<file path="src/design/ctc_pio_pkg.sv">
// Shared constants and types for the counter/timer and parallel port block.
package ctc_pio_pkg;

  localparam logic [7:0] P1_DIR_ADDR = 8'hE0;
  localparam logic [7:0] P1_DATA_ADDR = 8'hE1;
  localparam logic [7:0] P2_DIR_ADDR = 8'hE2;
  localparam logic [7:0] P2_DATA_ADDR = 8'hE3;
  localparam logic [7:0] CH0_ADDR = 8'hE4;
  localparam logic [7:0] CH3_ADDR = 8'hE7;

  localparam int NUM_CH = 4;
  localparam logic [7:0] DIR_RESET = 8'h00;
  localparam logic [7:0] DATA_RESET = 8'h00;
  localparam logic [7:0] CTRL_RESET = 8'h00;
  localparam logic [7:0] VEC_RESET = 8'h00;
  localparam logic [7:0] VEC_BASE_MASK = 8'hF8;

  // Control word bit positions.
  localparam int CW_CTRL = 0;
  localparam int CW_RESET = 1;
  localparam int CW_TC_NEXT = 2;
  localparam int CW_EDGE = 4;
  localparam int CW_PRESCALE = 5;
  localparam int CW_MODE = 6;
  localparam int CW_INT_EN = 7;

  // Prescaler reloads: divide by 16 or by 256.
  localparam logic [7:0] PRESCALE_SHORT = 8'h0F;
  localparam logic [7:0] PRESCALE_LONG = 8'hFF;

  // Shared pins: triggers on bits 3:0, zero-count outputs on bits 7:4.
  localparam int TRIG_LSB = 0;
  localparam int ZC_LSB = 4;

  typedef struct packed {
    logic [7:0] addr;
    logic wr;
    logic rd;
    logic [7:0] wdata;
  } io_req_s;

  typedef struct packed {
    logic [7:0] value;
    logic [7:0] oe_n;
  } pin_drive_s;

  typedef enum {CH_STOPPED, CH_LOAD_TC, CH_RUNNING} ch_state_e;

endpackage

</file>
<file path="src/design/timer_channel.sv">
// One counter/timer channel: control word, time constant, prescaler and down-counter.
module timer_channel (
  // Clock and reset
  input wire logic core_clk,
  input wire logic sys_rst,
  // Register access
  input wire logic wr,
  input wire logic [7:0] wdata,
  // Trigger level, already filtered
  input wire logic trig,
  // Interrupt acknowledge for this channel
  input wire logic int_clr,
  // Status
  output logic [7:0] count,
  output logic zc,
  output logic int_pending,
  output logic tc_expected
);

  typedef struct packed {
    ctc_pio_pkg::ch_state_e state;
    logic [7:0] ctrl;
    logic [7:0] tc;
    logic [7:0] count;
    logic [7:0] pre;
    logic trig_prev;
    logic zc;
    logic pending;
  } ch_s;

  ch_s q;
  ch_s d;
  logic tick;
  logic edge_seen;
  logic [7:0] pre_reload;

  assign count = q.count;
  assign zc = q.zc;
  assign int_pending = q.pending;
  assign tc_expected = (q.state == ctc_pio_pkg::CH_LOAD_TC);

  always_comb begin
    d = q;
    d.zc = 1'b0;
    d.trig_prev = trig;
    pre_reload = q.ctrl[ctc_pio_pkg::CW_PRESCALE] ? ctc_pio_pkg::PRESCALE_LONG : ctc_pio_pkg::PRESCALE_SHORT;
    edge_seen = q.ctrl[ctc_pio_pkg::CW_EDGE] ? (trig & ~q.trig_prev) : (~trig & q.trig_prev);
    tick = 1'b0;
    if (int_clr) begin
      d.pending = 1'b0;
    end
    if (q.state == ctc_pio_pkg::CH_RUNNING) begin
      if (q.ctrl[ctc_pio_pkg::CW_MODE]) begin
        tick = edge_seen;
      end else if (q.pre == 8'h00) begin
        d.pre = pre_reload;
        tick = 1'b1;
      end else begin
        d.pre = q.pre - 8'h01;
      end
      if (tick) begin
        // A time constant of zero gives a full 256-count period.
        if (q.count == 8'h01) begin
          d.count = q.tc;
          d.zc = 1'b1;
          if (q.ctrl[ctc_pio_pkg::CW_INT_EN]) begin
            d.pending = 1'b1;
          end
        end else begin
          d.count = q.count - 8'h01;
        end
      end
    end
    if (wr) begin
      if (q.state == ctc_pio_pkg::CH_LOAD_TC) begin
        d.tc = wdata;
        d.count = wdata;
        d.pre = pre_reload;
        d.state = ctc_pio_pkg::CH_RUNNING;
      end else if (wdata[ctc_pio_pkg::CW_CTRL]) begin
        d.ctrl = wdata;
        if (wdata[ctc_pio_pkg::CW_TC_NEXT]) begin
          d.state = ctc_pio_pkg::CH_LOAD_TC;
        end else if (wdata[ctc_pio_pkg::CW_RESET]) begin
          d.state = ctc_pio_pkg::CH_STOPPED;
        end
      end
    end
  end

  always_ff @(posedge core_clk or posedge sys_rst) begin
    if (sys_rst) begin
      q <= '{state: ctc_pio_pkg::CH_STOPPED, ctrl: ctc_pio_pkg::CTRL_RESET, tc: 8'h00, count: 8'h00,
             pre: 8'h00, trig_prev: 1'b0, zc: 1'b0, pending: 1'b0};
    end else begin
      q <= d;
    end
  end

endmodule

</file>
<file path="src/design/ctc_pio.sv">
// Top of the four-channel counter/timer with two parallel ports on the internal I/O bus.
module ctc_pio (
  // Clock and reset, clock is the processor system clock
  input wire logic core_clk,
  input wire logic sys_rst,
  // Internal I/O bus
  input wire ctc_pio_pkg::io_req_s io_req,
  output logic [7:0] io_rdata,
  // Interrupt acknowledge and return from interrupt
  input wire logic int_ack,
  input wire logic int_return,
  output logic int_req,
  output logic [7:0] int_vector,
  // Daisy chain
  input wire logic daisy_in,
  output logic daisy_out,
  // Pin use select, configuration bit D0
  input wire logic timer_pin_select,
  // First port pins
  input wire logic [7:0] p1_pin_in,
  output ctc_pio_pkg::pin_drive_s p1_pin,
  // Second port pins
  input wire logic [7:0] p2_pin_in,
  output ctc_pio_pkg::pin_drive_s p2_pin
);

  typedef struct packed {
    logic [7:0] p1_dir;
    logic [7:0] p1_data;
    logic [7:0] p2_dir;
    logic [7:0] p2_data;
    // Synchroniser stages and filtered levels of the pins.
    logic [7:0] p1_s1;
    logic [7:0] p1_s2;
    logic [7:0] p1_s3;
    logic [7:0] p1_lvl;
    logic [7:0] p2_s1;
    logic [7:0] p2_s2;
    logic [7:0] p2_s3;
    logic [7:0] p2_lvl;
    logic [2:0] dc_s;
    logic dc_lvl;
    logic [7:0] rdata;
    ctc_pio_pkg::pin_drive_s p1_pin;
    ctc_pio_pkg::pin_drive_s p2_pin;
    // Interrupt and daisy-chain state.
    logic [7:0] vec_base;
    logic in_service;
    logic daisy_out;
    logic int_req;
    logic [7:0] vector;
  } top_s;

  top_s q;
  top_s d;

  logic [ctc_pio_pkg::NUM_CH-1:0] ch_wr;
  logic [ctc_pio_pkg::NUM_CH-1:0] ch_clr;
  logic [ctc_pio_pkg::NUM_CH-1:0] ch_zc;
  logic [ctc_pio_pkg::NUM_CH-1:0] ch_pend;
  logic [ctc_pio_pkg::NUM_CH-1:0] ch_tc;
  logic [ctc_pio_pkg::NUM_CH-1:0] ch_trig;
  logic [7:0] ch_count [ctc_pio_pkg::NUM_CH];
  logic [1:0] ch_idx;
  logic ch_hit;

  // The channel registers form one contiguous block, so a single range test selects them.
  assign ch_hit = (io_req.addr >= ctc_pio_pkg::CH0_ADDR) && (io_req.addr <= ctc_pio_pkg::CH3_ADDR);
  assign ch_idx = io_req.addr[1:0];
  // Triggers only reach the channels while the pins belong to the timer.
  assign ch_trig = timer_pin_select ? q.p1_lvl[ctc_pio_pkg::TRIG_LSB +: ctc_pio_pkg::NUM_CH] : '0;

  genvar gi;
  generate
    for (gi = 0; gi < ctc_pio_pkg::NUM_CH; gi++) begin : g_ch
      assign ch_wr[gi] = io_req.wr && ch_hit && (ch_idx == 2'(gi));
      timer_channel u_ch (
        .core_clk(core_clk),
        .sys_rst(sys_rst),
        .wr(ch_wr[gi]),
        .wdata(io_req.wdata),
        .trig(ch_trig[gi]),
        .int_clr(ch_clr[gi]),
        .count(ch_count[gi]),
        .zc(ch_zc[gi]),
        .int_pending(ch_pend[gi]),
        .tc_expected(ch_tc[gi])
      );
    end
  endgenerate

  // Lowest channel number wins the acknowledge.
  // Pending flags come from registered channel state, so a flag raised in the acknowledge cycle waits its turn.
  always_comb begin
    ch_clr = '0;
    if (int_ack && !q.in_service) begin
      if (ch_pend[0]) begin
        ch_clr[0] = 1'b1;
      end else if (ch_pend[1]) begin
        ch_clr[1] = 1'b1;
      end else if (ch_pend[2]) begin
        ch_clr[2] = 1'b1;
      end else if (ch_pend[3]) begin
        ch_clr[3] = 1'b1;
      end
    end
  end

  always_comb begin
    d = q;
    // Pin synchronisers: a change counts once the second and third stages agree.
    d.p1_s1 = p1_pin_in;
    d.p1_s2 = q.p1_s1;
    d.p1_s3 = q.p1_s2;
    d.p2_s1 = p2_pin_in;
    d.p2_s2 = q.p2_s1;
    d.p2_s3 = q.p2_s2;
    // The daisy-chain input is a pin as well and gets the same filter.
    d.dc_s = {q.dc_s[1:0], daisy_in};
    for (int i = 0; i < 8; i++) begin
      if (q.p1_s2[i] == q.p1_s3[i]) begin
        d.p1_lvl[i] = q.p1_s3[i];
      end
      if (q.p2_s2[i] == q.p2_s3[i]) begin
        d.p2_lvl[i] = q.p2_s3[i];
      end
    end
    if (q.dc_s[1] == q.dc_s[2]) begin
      d.dc_lvl = q.dc_s[2];
    end

    if (io_req.wr) begin
      if (io_req.addr == ctc_pio_pkg::P1_DIR_ADDR) begin
        d.p1_dir = io_req.wdata;
      end else if (io_req.addr == ctc_pio_pkg::P1_DATA_ADDR) begin
        d.p1_data = io_req.wdata;
      end else if (io_req.addr == ctc_pio_pkg::P2_DIR_ADDR) begin
        d.p2_dir = io_req.wdata;
      end else if (io_req.addr == ctc_pio_pkg::P2_DATA_ADDR) begin
        d.p2_data = io_req.wdata;
      // Bit 0 clear to channel 0 is the vector base, unless that channel awaits a time constant.
      end else if (io_req.addr == ctc_pio_pkg::CH0_ADDR && !io_req.wdata[ctc_pio_pkg::CW_CTRL] && !ch_tc[0]) begin
        d.vec_base = io_req.wdata & ctc_pio_pkg::VEC_BASE_MASK;
      end
    end

    if (io_req.rd) begin
      if (io_req.addr == ctc_pio_pkg::P1_DIR_ADDR) begin
        d.rdata = q.p1_dir;
      end else if (io_req.addr == ctc_pio_pkg::P1_DATA_ADDR) begin
        d.rdata = (q.p1_dir & q.p1_data) | (~q.p1_dir & q.p1_lvl);
      end else if (io_req.addr == ctc_pio_pkg::P2_DIR_ADDR) begin
        d.rdata = q.p2_dir;
      end else if (io_req.addr == ctc_pio_pkg::P2_DATA_ADDR) begin
        d.rdata = (q.p2_dir & q.p2_data) | (~q.p2_dir & q.p2_lvl);
      end else if (ch_hit) begin
        d.rdata = ch_count[ch_idx];
      end else begin
        // A stray read of an unmapped address returns zero and changes nothing.
        d.rdata = 8'h00;
      end
    end

    // Port drive: a direction bit of one drives the pin, so enable goes low.
    d.p1_pin.value = q.p1_data;
    d.p1_pin.oe_n = ~q.p1_dir;
    d.p2_pin.value = q.p2_data;
    d.p2_pin.oe_n = ~q.p2_dir;
    if (timer_pin_select) begin
      // Timer use overrides the port on the first port's pins.
      // Bits 3:0 stay inputs because they carry the channel triggers.
      d.p1_pin.value[ctc_pio_pkg::ZC_LSB +: ctc_pio_pkg::NUM_CH] = ch_zc;
      d.p1_pin.oe_n = 8'h0F;
    end

    // Acknowledge returns the base with the channel number in bits 2:1.
    if (ch_clr != '0) begin
      d.in_service = 1'b1;
      d.vector = q.vec_base;
      if (ch_clr[1]) begin
        d.vector[2:1] = 2'd1;
      end else if (ch_clr[2]) begin
        d.vector[2:1] = 2'd2;
      end else if (ch_clr[3]) begin
        d.vector[2:1] = 2'd3;
      end
    // An acknowledge that takes a channel and a return in one cycle leave the block in service.
    end else if (int_return) begin
      d.in_service = 1'b0;
    end
    d.int_req = (|(ch_pend & ~ch_clr)) && !d.in_service && q.dc_lvl;
    d.daisy_out = q.dc_lvl && !d.in_service;
  end

  // Registered copy of all block state; every output is taken from here.
  always_ff @(posedge core_clk or posedge sys_rst) begin
    if (sys_rst) begin
      q <= '0;
      // Outputs leave reset quiet: no request, chain closed, all pins inputs.
      q.rdata <= ctc_pio_pkg::DATA_RESET;
      q.int_req <= 1'b0;
      q.daisy_out <= 1'b0;
      q.in_service <= 1'b0;
      q.vector <= ctc_pio_pkg::VEC_RESET;
      q.p1_dir <= ctc_pio_pkg::DIR_RESET;
      q.p2_dir <= ctc_pio_pkg::DIR_RESET;
      q.p1_data <= ctc_pio_pkg::DATA_RESET;
      q.p2_data <= ctc_pio_pkg::DATA_RESET;
      q.p1_pin.oe_n <= 8'hFF;
      q.p2_pin.oe_n <= 8'hFF;
      q.vec_base <= ctc_pio_pkg::VEC_RESET;
    end else begin
      q <= d;
    end
  end

  assign io_rdata = q.rdata;
  assign int_req = q.int_req;
  assign int_vector = q.vector;
  assign daisy_out = q.daisy_out;
  assign p1_pin = q.p1_pin;
  assign p2_pin = q.p2_pin;

endmodule

</file>
<file path="config.mk">
export PLATFORM = sky130hd
export DESIGN_NAME = ctc_pio
export DESIGN_NICKNAME = d
export VERILOG_FILES = /design/src/design/ctc_pio_pkg.sv /design/src/design/timer_channel.sv /design/src/design/ctc_pio.sv
export SDC_FILE = /design/constraint.sdc
export NUM_CORES = 1
export LEC_CHECK = 0
export BUFFER_PORTS_ARGS = -buffer_cell sky130_fd_sc_hd__buf_4
export CORE_MARGIN = 1.5
export CORE_UTILIZATION = 60
export DETAILED_ROUTE_END_ITERATION = 10
export PLACE_DENSITY = 0.85
export SKIP_CTS_REPAIR_TIMING = 1
export SYNTH_ARGS = -nofsm -noshare
export SYNTH_HDL_FRONTEND = slang
export SYNTH_SLANG_ARGS = --single-unit
</file>
<file path="constraint.sdc">
create_clock -name core_clk -period 16.55 [get_ports core_clk]
set_input_delay 0 -clock core_clk [delete_from_list [all_inputs] [get_ports core_clk]]
set_output_delay 0 -clock core_clk [all_outputs]
set_load 0.02 [all_outputs]
</file>
==> metrics.txt, run 1 <==
status complete, but fails checks; failing checks negative hold slack; ys flop type dfrtp_1; CTS Sinks 287; first-pass GRT wire length 48,700 um; Distinct cells, synth 70; detailed-route wire length approximately 31,000 um; max-cap viol count 0; CP Class reg -> reg; largest net degree at the start of global routing ~150; CTS tree done; Post-Route Setup TNS 0 ns; clk slew on worst S/H paths 0.06 ns; crit path time final between 2 and 3 ns; critical path capture point type flop; Synth Register Bits 287; core footprint 20,900 um^2; input/output buffers 88; FP Rows 53; final-report hold violation count 3; number of synthesized flops with an enable pin 0; layout cells sized above 1 16.8%; Antenna Nets Post-Route 0; number of diodes 0; CP startpoint kind flop; FFs w/ async S/R, synth 100%; Final #Nets 1,347; initial antenna violation count 0; clk buf depth 3; Post-Synthesis Cells around 1,200; final setup violation count 0; Slew @ Worst Pin 1.08 ns; vias about 9,700; num ports 90; mean number of vias per cell 6.06; die extent in x 149 um; syn nets 1,290; Setup WS pre-CTS 14.05 ns; routability cong. ~0.90; Peak VDD IR just over 0.06 mV; Relative slew margins roughly 28%; Mapped Area roughly 13,000 um^2; Crit Path Max Fanout 17; H-tree levels 1; Final Cycle Share between 10% and 20%; WL per Instance 19.6 um; final worst slack 14.01 ns; HPWL after DPL 19,700 um; mean post-synth cell area 10.3 um^2; Post-route DRC 0; CP required 16.93 ns; synth warn 0; vias in the first global route 9,228; later-pin clock latency in the skew report ~0.54 ns; initial core utilization 60.9%; Peak Freq 0.393 GHz; Num CTS Buffers 29; fin. max-slew vios 0; placed cells 1,507; Pwr Density about 110 nW/um^2; Setup Skew 0.0138 ns; Overflow after GRT 0; P_leak 6.75 nW; First-pass DRT Iterations 6; Final Instance Count excl. Fillers ~1,600; Hold Crit Class in -> reg; root buffer cell clkbuf_16; CP arrival 2.93 ns; die height 149 um; initial detailed-routing violation count 985; post-synthesis sequential area ratio 56.6%; RSZ-0062 raised after global routing false; All-Layer GR Usage 28.1%; die area 22,100 um^2; hold_ws -0.0281 ns; FILL cells 1,458; Area Overhead vs Synth 14.2%
[power breakdown]
part	internal [mW]	leakage, nW	switching (mW)
combinational	0.0340	2.78	0.0578
sequential	0.729	3.46	0.0165
clock	0.420	0.505	0.272
total	1.18	6.75	0.347
[kinds of logic (layout without fill, tap and decap cells)]
family / after synthesis / count (layout) / synth area share [%]
other: 1 / 1 / 0.0295
flip-flops: 287 / 287 / 56.6
multiplexers: 47 / 47 / 4.96
AND/OR/NAND/NOR: 435 / 435 / 15.9
adder cells (fa/ha/maj): 29 / 29 / 2.52
XOR/XNOR: 7 / 7 / 0.482
buffers and inverters: 157 / 237 / 6.31
AO/OA/AOI/OAI: 275 / 275 / 13.2
[flip-flops by register name, summed over array words and instances (netlist names)]
| register | flops |
|---|---|
| d | 46 |
| daisy_out | 1 |
| g_ch.u_ch.count | 32 |
| g_ch.u_ch.int_pending | 4 |
| g_ch.u_ch.q | 92 |
| g_ch.u_ch.zc | 4 |
| int_req | 1 |
| int_vector | 7 |
| io_rdata | 8 |
| p1_pin | 16 |
| p2_pin | 16 |
| q | 60 |
[synth_stat cells (all sizes together), types with 9 or more instances]
cell type / number / area (um^2)
dfrtp: 271 / 6780
nand2: 194 / 736
nor2: 100 / 375
o21ai: 85 / 425
a21oi: 78 / 390
buf: 68 / 468
inv: 61 / 229
mux2: 37 / 432
nor3: 31 / 175
clkbuf: 28 / 106
nand3: 21 / 105
a31oi: 20 / 125
maj3: 17 / 170
nand2b: 17 / 106
dfstp: 16 / 420
o22ai: 16 / 106
o211ai: 13 / 97.6
ha: 12 / 150
nor2b: 12 / 75.1
a211oi: 9 / 72.6
nor4: 9 / 71.3
or3: 9 / 56.3
[path summary, 6_finish.rpt]
path / start / endpoint / slack (ns) / cells past startpoint
max in group asynchronous: sys_rst / g_ch[1].u_ch.q[7] / 14.76 / 4
min in group asynchronous: sys_rst / d[73] / 0.25 / 3
min reg2reg: d[85] / d[77] / 0.35 / 0
max reg2reg: g_ch[0].u_ch.q[3] / g_ch[0].u_ch.count[4] / 14.01 / 8
min: io_req[12] / io_rdata[4] / -0.03 / 3
max: g_ch[0].u_ch.q[3] / g_ch[0].u_ch.count[4] / 14.01 / 8
[critical path, cell delays in order (launching register included)]
cell,delay [ns]
dfrtp_1,0.37
inv_1,0.10
ha_1,0.17
nor4b_1,0.45
nand2_1,0.25
o22ai_2,0.58
nand3_1,0.15
a22oi_1,0.22
a21oi_1,0.09
[routing by layer]
metal / GRT usage [%] / routed length, um / vias up
met4: 12.6 / 1420 / 0
met5: 0 / 0 / -
met1: 38.8 / 12200 / 4730
li1: - / - / 4373
met2: 45.0 / 15000 / 451
met3: 3.90 / 2540 / 97
[area by class of cell]
type                    count  area (um^2)  area share (%)
repair buffers            122          996            6.85
multi-input cells         794         4720            32.5
clock inverters            13          178            1.22
inverters                  61          236            1.63
well taps                 275          344            2.37
flip-flops and latches    287         7200            49.6
clock buffers              41          851            5.86
[placed cells by master (no fill, tap or decap), types with 5 or more instances in the layout]
cell type,n
or3_1,9
maj3_1,17
clkinv_2,5
o221ai_1,8
o22ai_1,15
mux2_2,33
a311oi_1,7
inv_1,60
ha_1,12
and3_1,7
clkbuf_8,8
mux4_2,8
a211oi_1,8
o21ai_0,84
nor2b_1,12
clkbuf_16,29
dfrtp_1,271
nand2b_1,17
o22a_1,6
dfstp_2,16
nor3_1,27
nor2_1,100
nand4b_1,6
nor4_1,8
o211ai_1,13
a21oi_1,78
nand3_1,21
o21a_1,6
a31oi_1,20
dlygate4sd3_1,32
buf_4,90
nand2_1,193
[through the flow]
step | power, mW | area [um^2] | hold WS, ns | util, %
after floorplan | 0.809 | 12700 | 0.0314 | -
after detailed placement | 0.841 | 13200 | 0.111 | 63.1
after CTS | 1.53 | 14200 | -0.453 | 68.0
final | 1.53 | 14500 | -0.0281 | 69.6
after global placement | 0.837 | 13200 | 0.109 | 63.1
after global routing | 1.58 | 14500 | 0.00921 | 69.6
No activity file was read; power rests on OpenSTA's default activity.
==> inputs of run 2 (changes only) <==
==> constraint.sdc (replaced) <==
create_clock -name core_clk -period 2.5 [get_ports core_clk]
set_input_delay 0 -clock core_clk [delete_from_list [all_inputs] [get_ports core_clk]]
set_output_delay 0 -clock core_clk [all_outputs]
set_load 0.02 [all_outputs]
==> metrics.txt, run 2 (same netlist as run 1, synthesis figures left out) <==
Peak Freq 0.439 GHz (+12%); initial core utilization 60.9% (unchanged); critical path capture point type flop; hold_sp io_req[12]; final-report hold violation count 4 (+1); Num CTS Buffers 29 (unchanged); initial antenna violation count 0 (unchanged); switching power 2.29 mW (+560%); CTS Sinks 287 (unchanged); number of flip-flops in the largest register 92 (unchanged); Comb power frac 6.2% (+0.2 points); M1 GR Usage 38.7% (-0.078 points); die area 22,100 um^2 (unchanged); H-tree levels 1 (unchanged); Final Cycle Share 91.1% (+76 points); Slew @ Worst Pin 1.01 ns (-0.0630 ns); clk buf depth 3 (unchanged); Sw Share 22.4% (-0.31 points); Overflow after GRT 0 (unchanged); register bank with the most flops g_ch.u_ch.q; P_leak 6.93 nW (+2.7%); CP required 2.93 ns (-14.00 ns); FP Rows 53 (unchanged); routability cong. 0.929 (+3.7%); first-pass GRT wire length 50,700 um (+4.3%); CP arrival 2.70 ns (-0.23 ns); CP startpoint kind flop; number of diodes 0 (unchanged); later-pin clock latency in the skew report 0.54 ns (about the same); die height 149 um (unchanged); mean number of vias per cell 6.17 (+1.8%); Final #Nets 1,378 (+2.3%); Pwr Density 692 nW/um^2 (+560%); core footprint 20,900 um^2 (unchanged); First-pass DRT Iterations 6 (unchanged); status complete, but fails checks; CP Launch Point g_ch[2].u_ch.q[3]; Relative slew margins 32.1% (+4.1 points); CP Class reg -> reg; layout cells sized above 1 18.6% (+1.8 points); clock power share 45.7% (+0.4 points); r2r startpoint g_ch[2].u_ch.q[3]; detailed-route wire length 32,000 um (+2.8%); GR Util met2 47.3% (+2.3 points); max-cap viol count 0 (unchanged); root buffer cell clkbuf_16; failing checks negative hold slack; Crit Path Max Fanout 11 (-6); busiest layer in global routing met2; Hold Crit Class in -> reg; Setup Skew 0.0114 ns (-0.00239 ns); Post-route DRC 0 (unchanged); largest net degree at the start of global routing 51 (-66%); RSZ-0062 raised after global routing false; met3 usage 4.17% (+0.28 points); Area Overhead vs Synth 16.6%; HPWL after DPL 20,800 um (+5.4%); Int Pwr 7.97 mW (+570%); input/output buffers 88 (unchanged); final setup violation count 0 (unchanged); initial detailed-routing violation count 902 (-8.4%); vias 10,013 (+3.8%); WL per Instance 19.7 um (+0.90%); All-Layer GR Usage 29.3% (+1.1 points); Peak VDD IR 0.460 mV (+650%); num ports 90 (unchanged); Post-Route Setup TNS 0 ns (unchanged); die extent in x 149 um (unchanged); CTS tree done; vias in the first global route 9,783 (+6.0%); most common cell after layout, fill and taps aside dfrtp_1; most frequent cells in the layout dfrtp_1 (271), nand2_1 (193), buf_4 (117), nor2_1 (100), o21ai_0 (84); Antenna Nets Post-Route 0 (unchanged); clk slew on worst S/H paths 0.06 ns (about the same); fin. max-slew vios 0 (unchanged); hold_ws -0.0201 ns (+0.00802 ns); crit path time final 2.28 ns (-0.267 ns); share of power burned in registers 48.1% (-0.6 points)
[run 2: cell types whose count changed in the layout (fill, tap and decap cells not counted), sizes merged]
cell	before	now
buf	90	122
bufinv	4	6
clkbuf	41	40
clkinv	6	7
clkinvlp	2	1
dlygate4sd3	32	31
inv	62	60
[run 2: per-stage QoR]
| stage | power (mW) | area, um^2 | cells | util [%] | worst slack (ns) |
|---|---|---|---|---|---|
| 3_5_place_dp | 5.60 | 13500 | 1539 | 64.5 | 0.249 |
| 6_report | 10.3 | 14800 | 1623 | 71.0 | 0.223 |
| 5_1_grt | 10.6 | 14800 | 1623 | 71.0 | 0.112 |
| 4_1_cts | 10.2 | 14500 | 1592 | 69.5 | 0.199 |
| 2_1_floorplan | 5.36 | 12700 | 1238 | - | -1.29 |
| 3_3_place_gp | 5.57 | 13500 | 1539 | 64.5 | 0.369 |
[run 2: path summary, 6_finish.rpt]
check / endpoint / slack (ns) / cells past startpoint
max in group asynchronous: p2_pin[4] / 1.42 / 4
max reg2reg: g_ch[2].u_ch.int_pending / 0.22 / 7
max: g_ch[2].u_ch.int_pending / 0.22 / 7
min in group asynchronous: q[65] / 0.17 / 3
min: io_rdata[2] / -0.02 / 3
min reg2reg: d[77] / 0.35 / 0
[run 2: final cells by class]
class	instances	area (um^2)
Fill cell	1360	6050
Timing Repair Buffer	153	1290
Multi-Input combinational cell	794	4730
Clock buffer	40	817
Tap cell	275	344
Inverter	61	233
Clock inverter	13	219
Sequential cell	287	7200
[run 2: power groups by stage]
| stage | Sequential, mW | Combinational [mW] | Clock, mW |
|---|---|---|---|
| floorplan | 4.98 | 0.385 | 0 |
| global placement | 5.00 | 0.573 | 0 |
| detailed placement | 5.01 | 0.590 | 0 |
| CTS | 4.93 | 0.597 | 4.72 |
| global route | 4.95 | 0.690 | 4.92 |
| finish | 4.93 | 0.638 | 4.69 |
[run 2: routing by layer]
metal	vias to the layer above	wire length, um
met5	-	0
met4	0	1750
met3	127	2580
met2	543	15200
met1	4917	12500
li1	4426	-
[run 2: worst max-delay path, stage by stage (launching register included)]
cell	delay, ns
dfrtp_1	0.38
inv_1	0.06
ha_1	0.22
or3b_2	0.24
nor3_2	0.06
a31oi_1	0.75
nor2_1	0.18
a22o_1	0.28
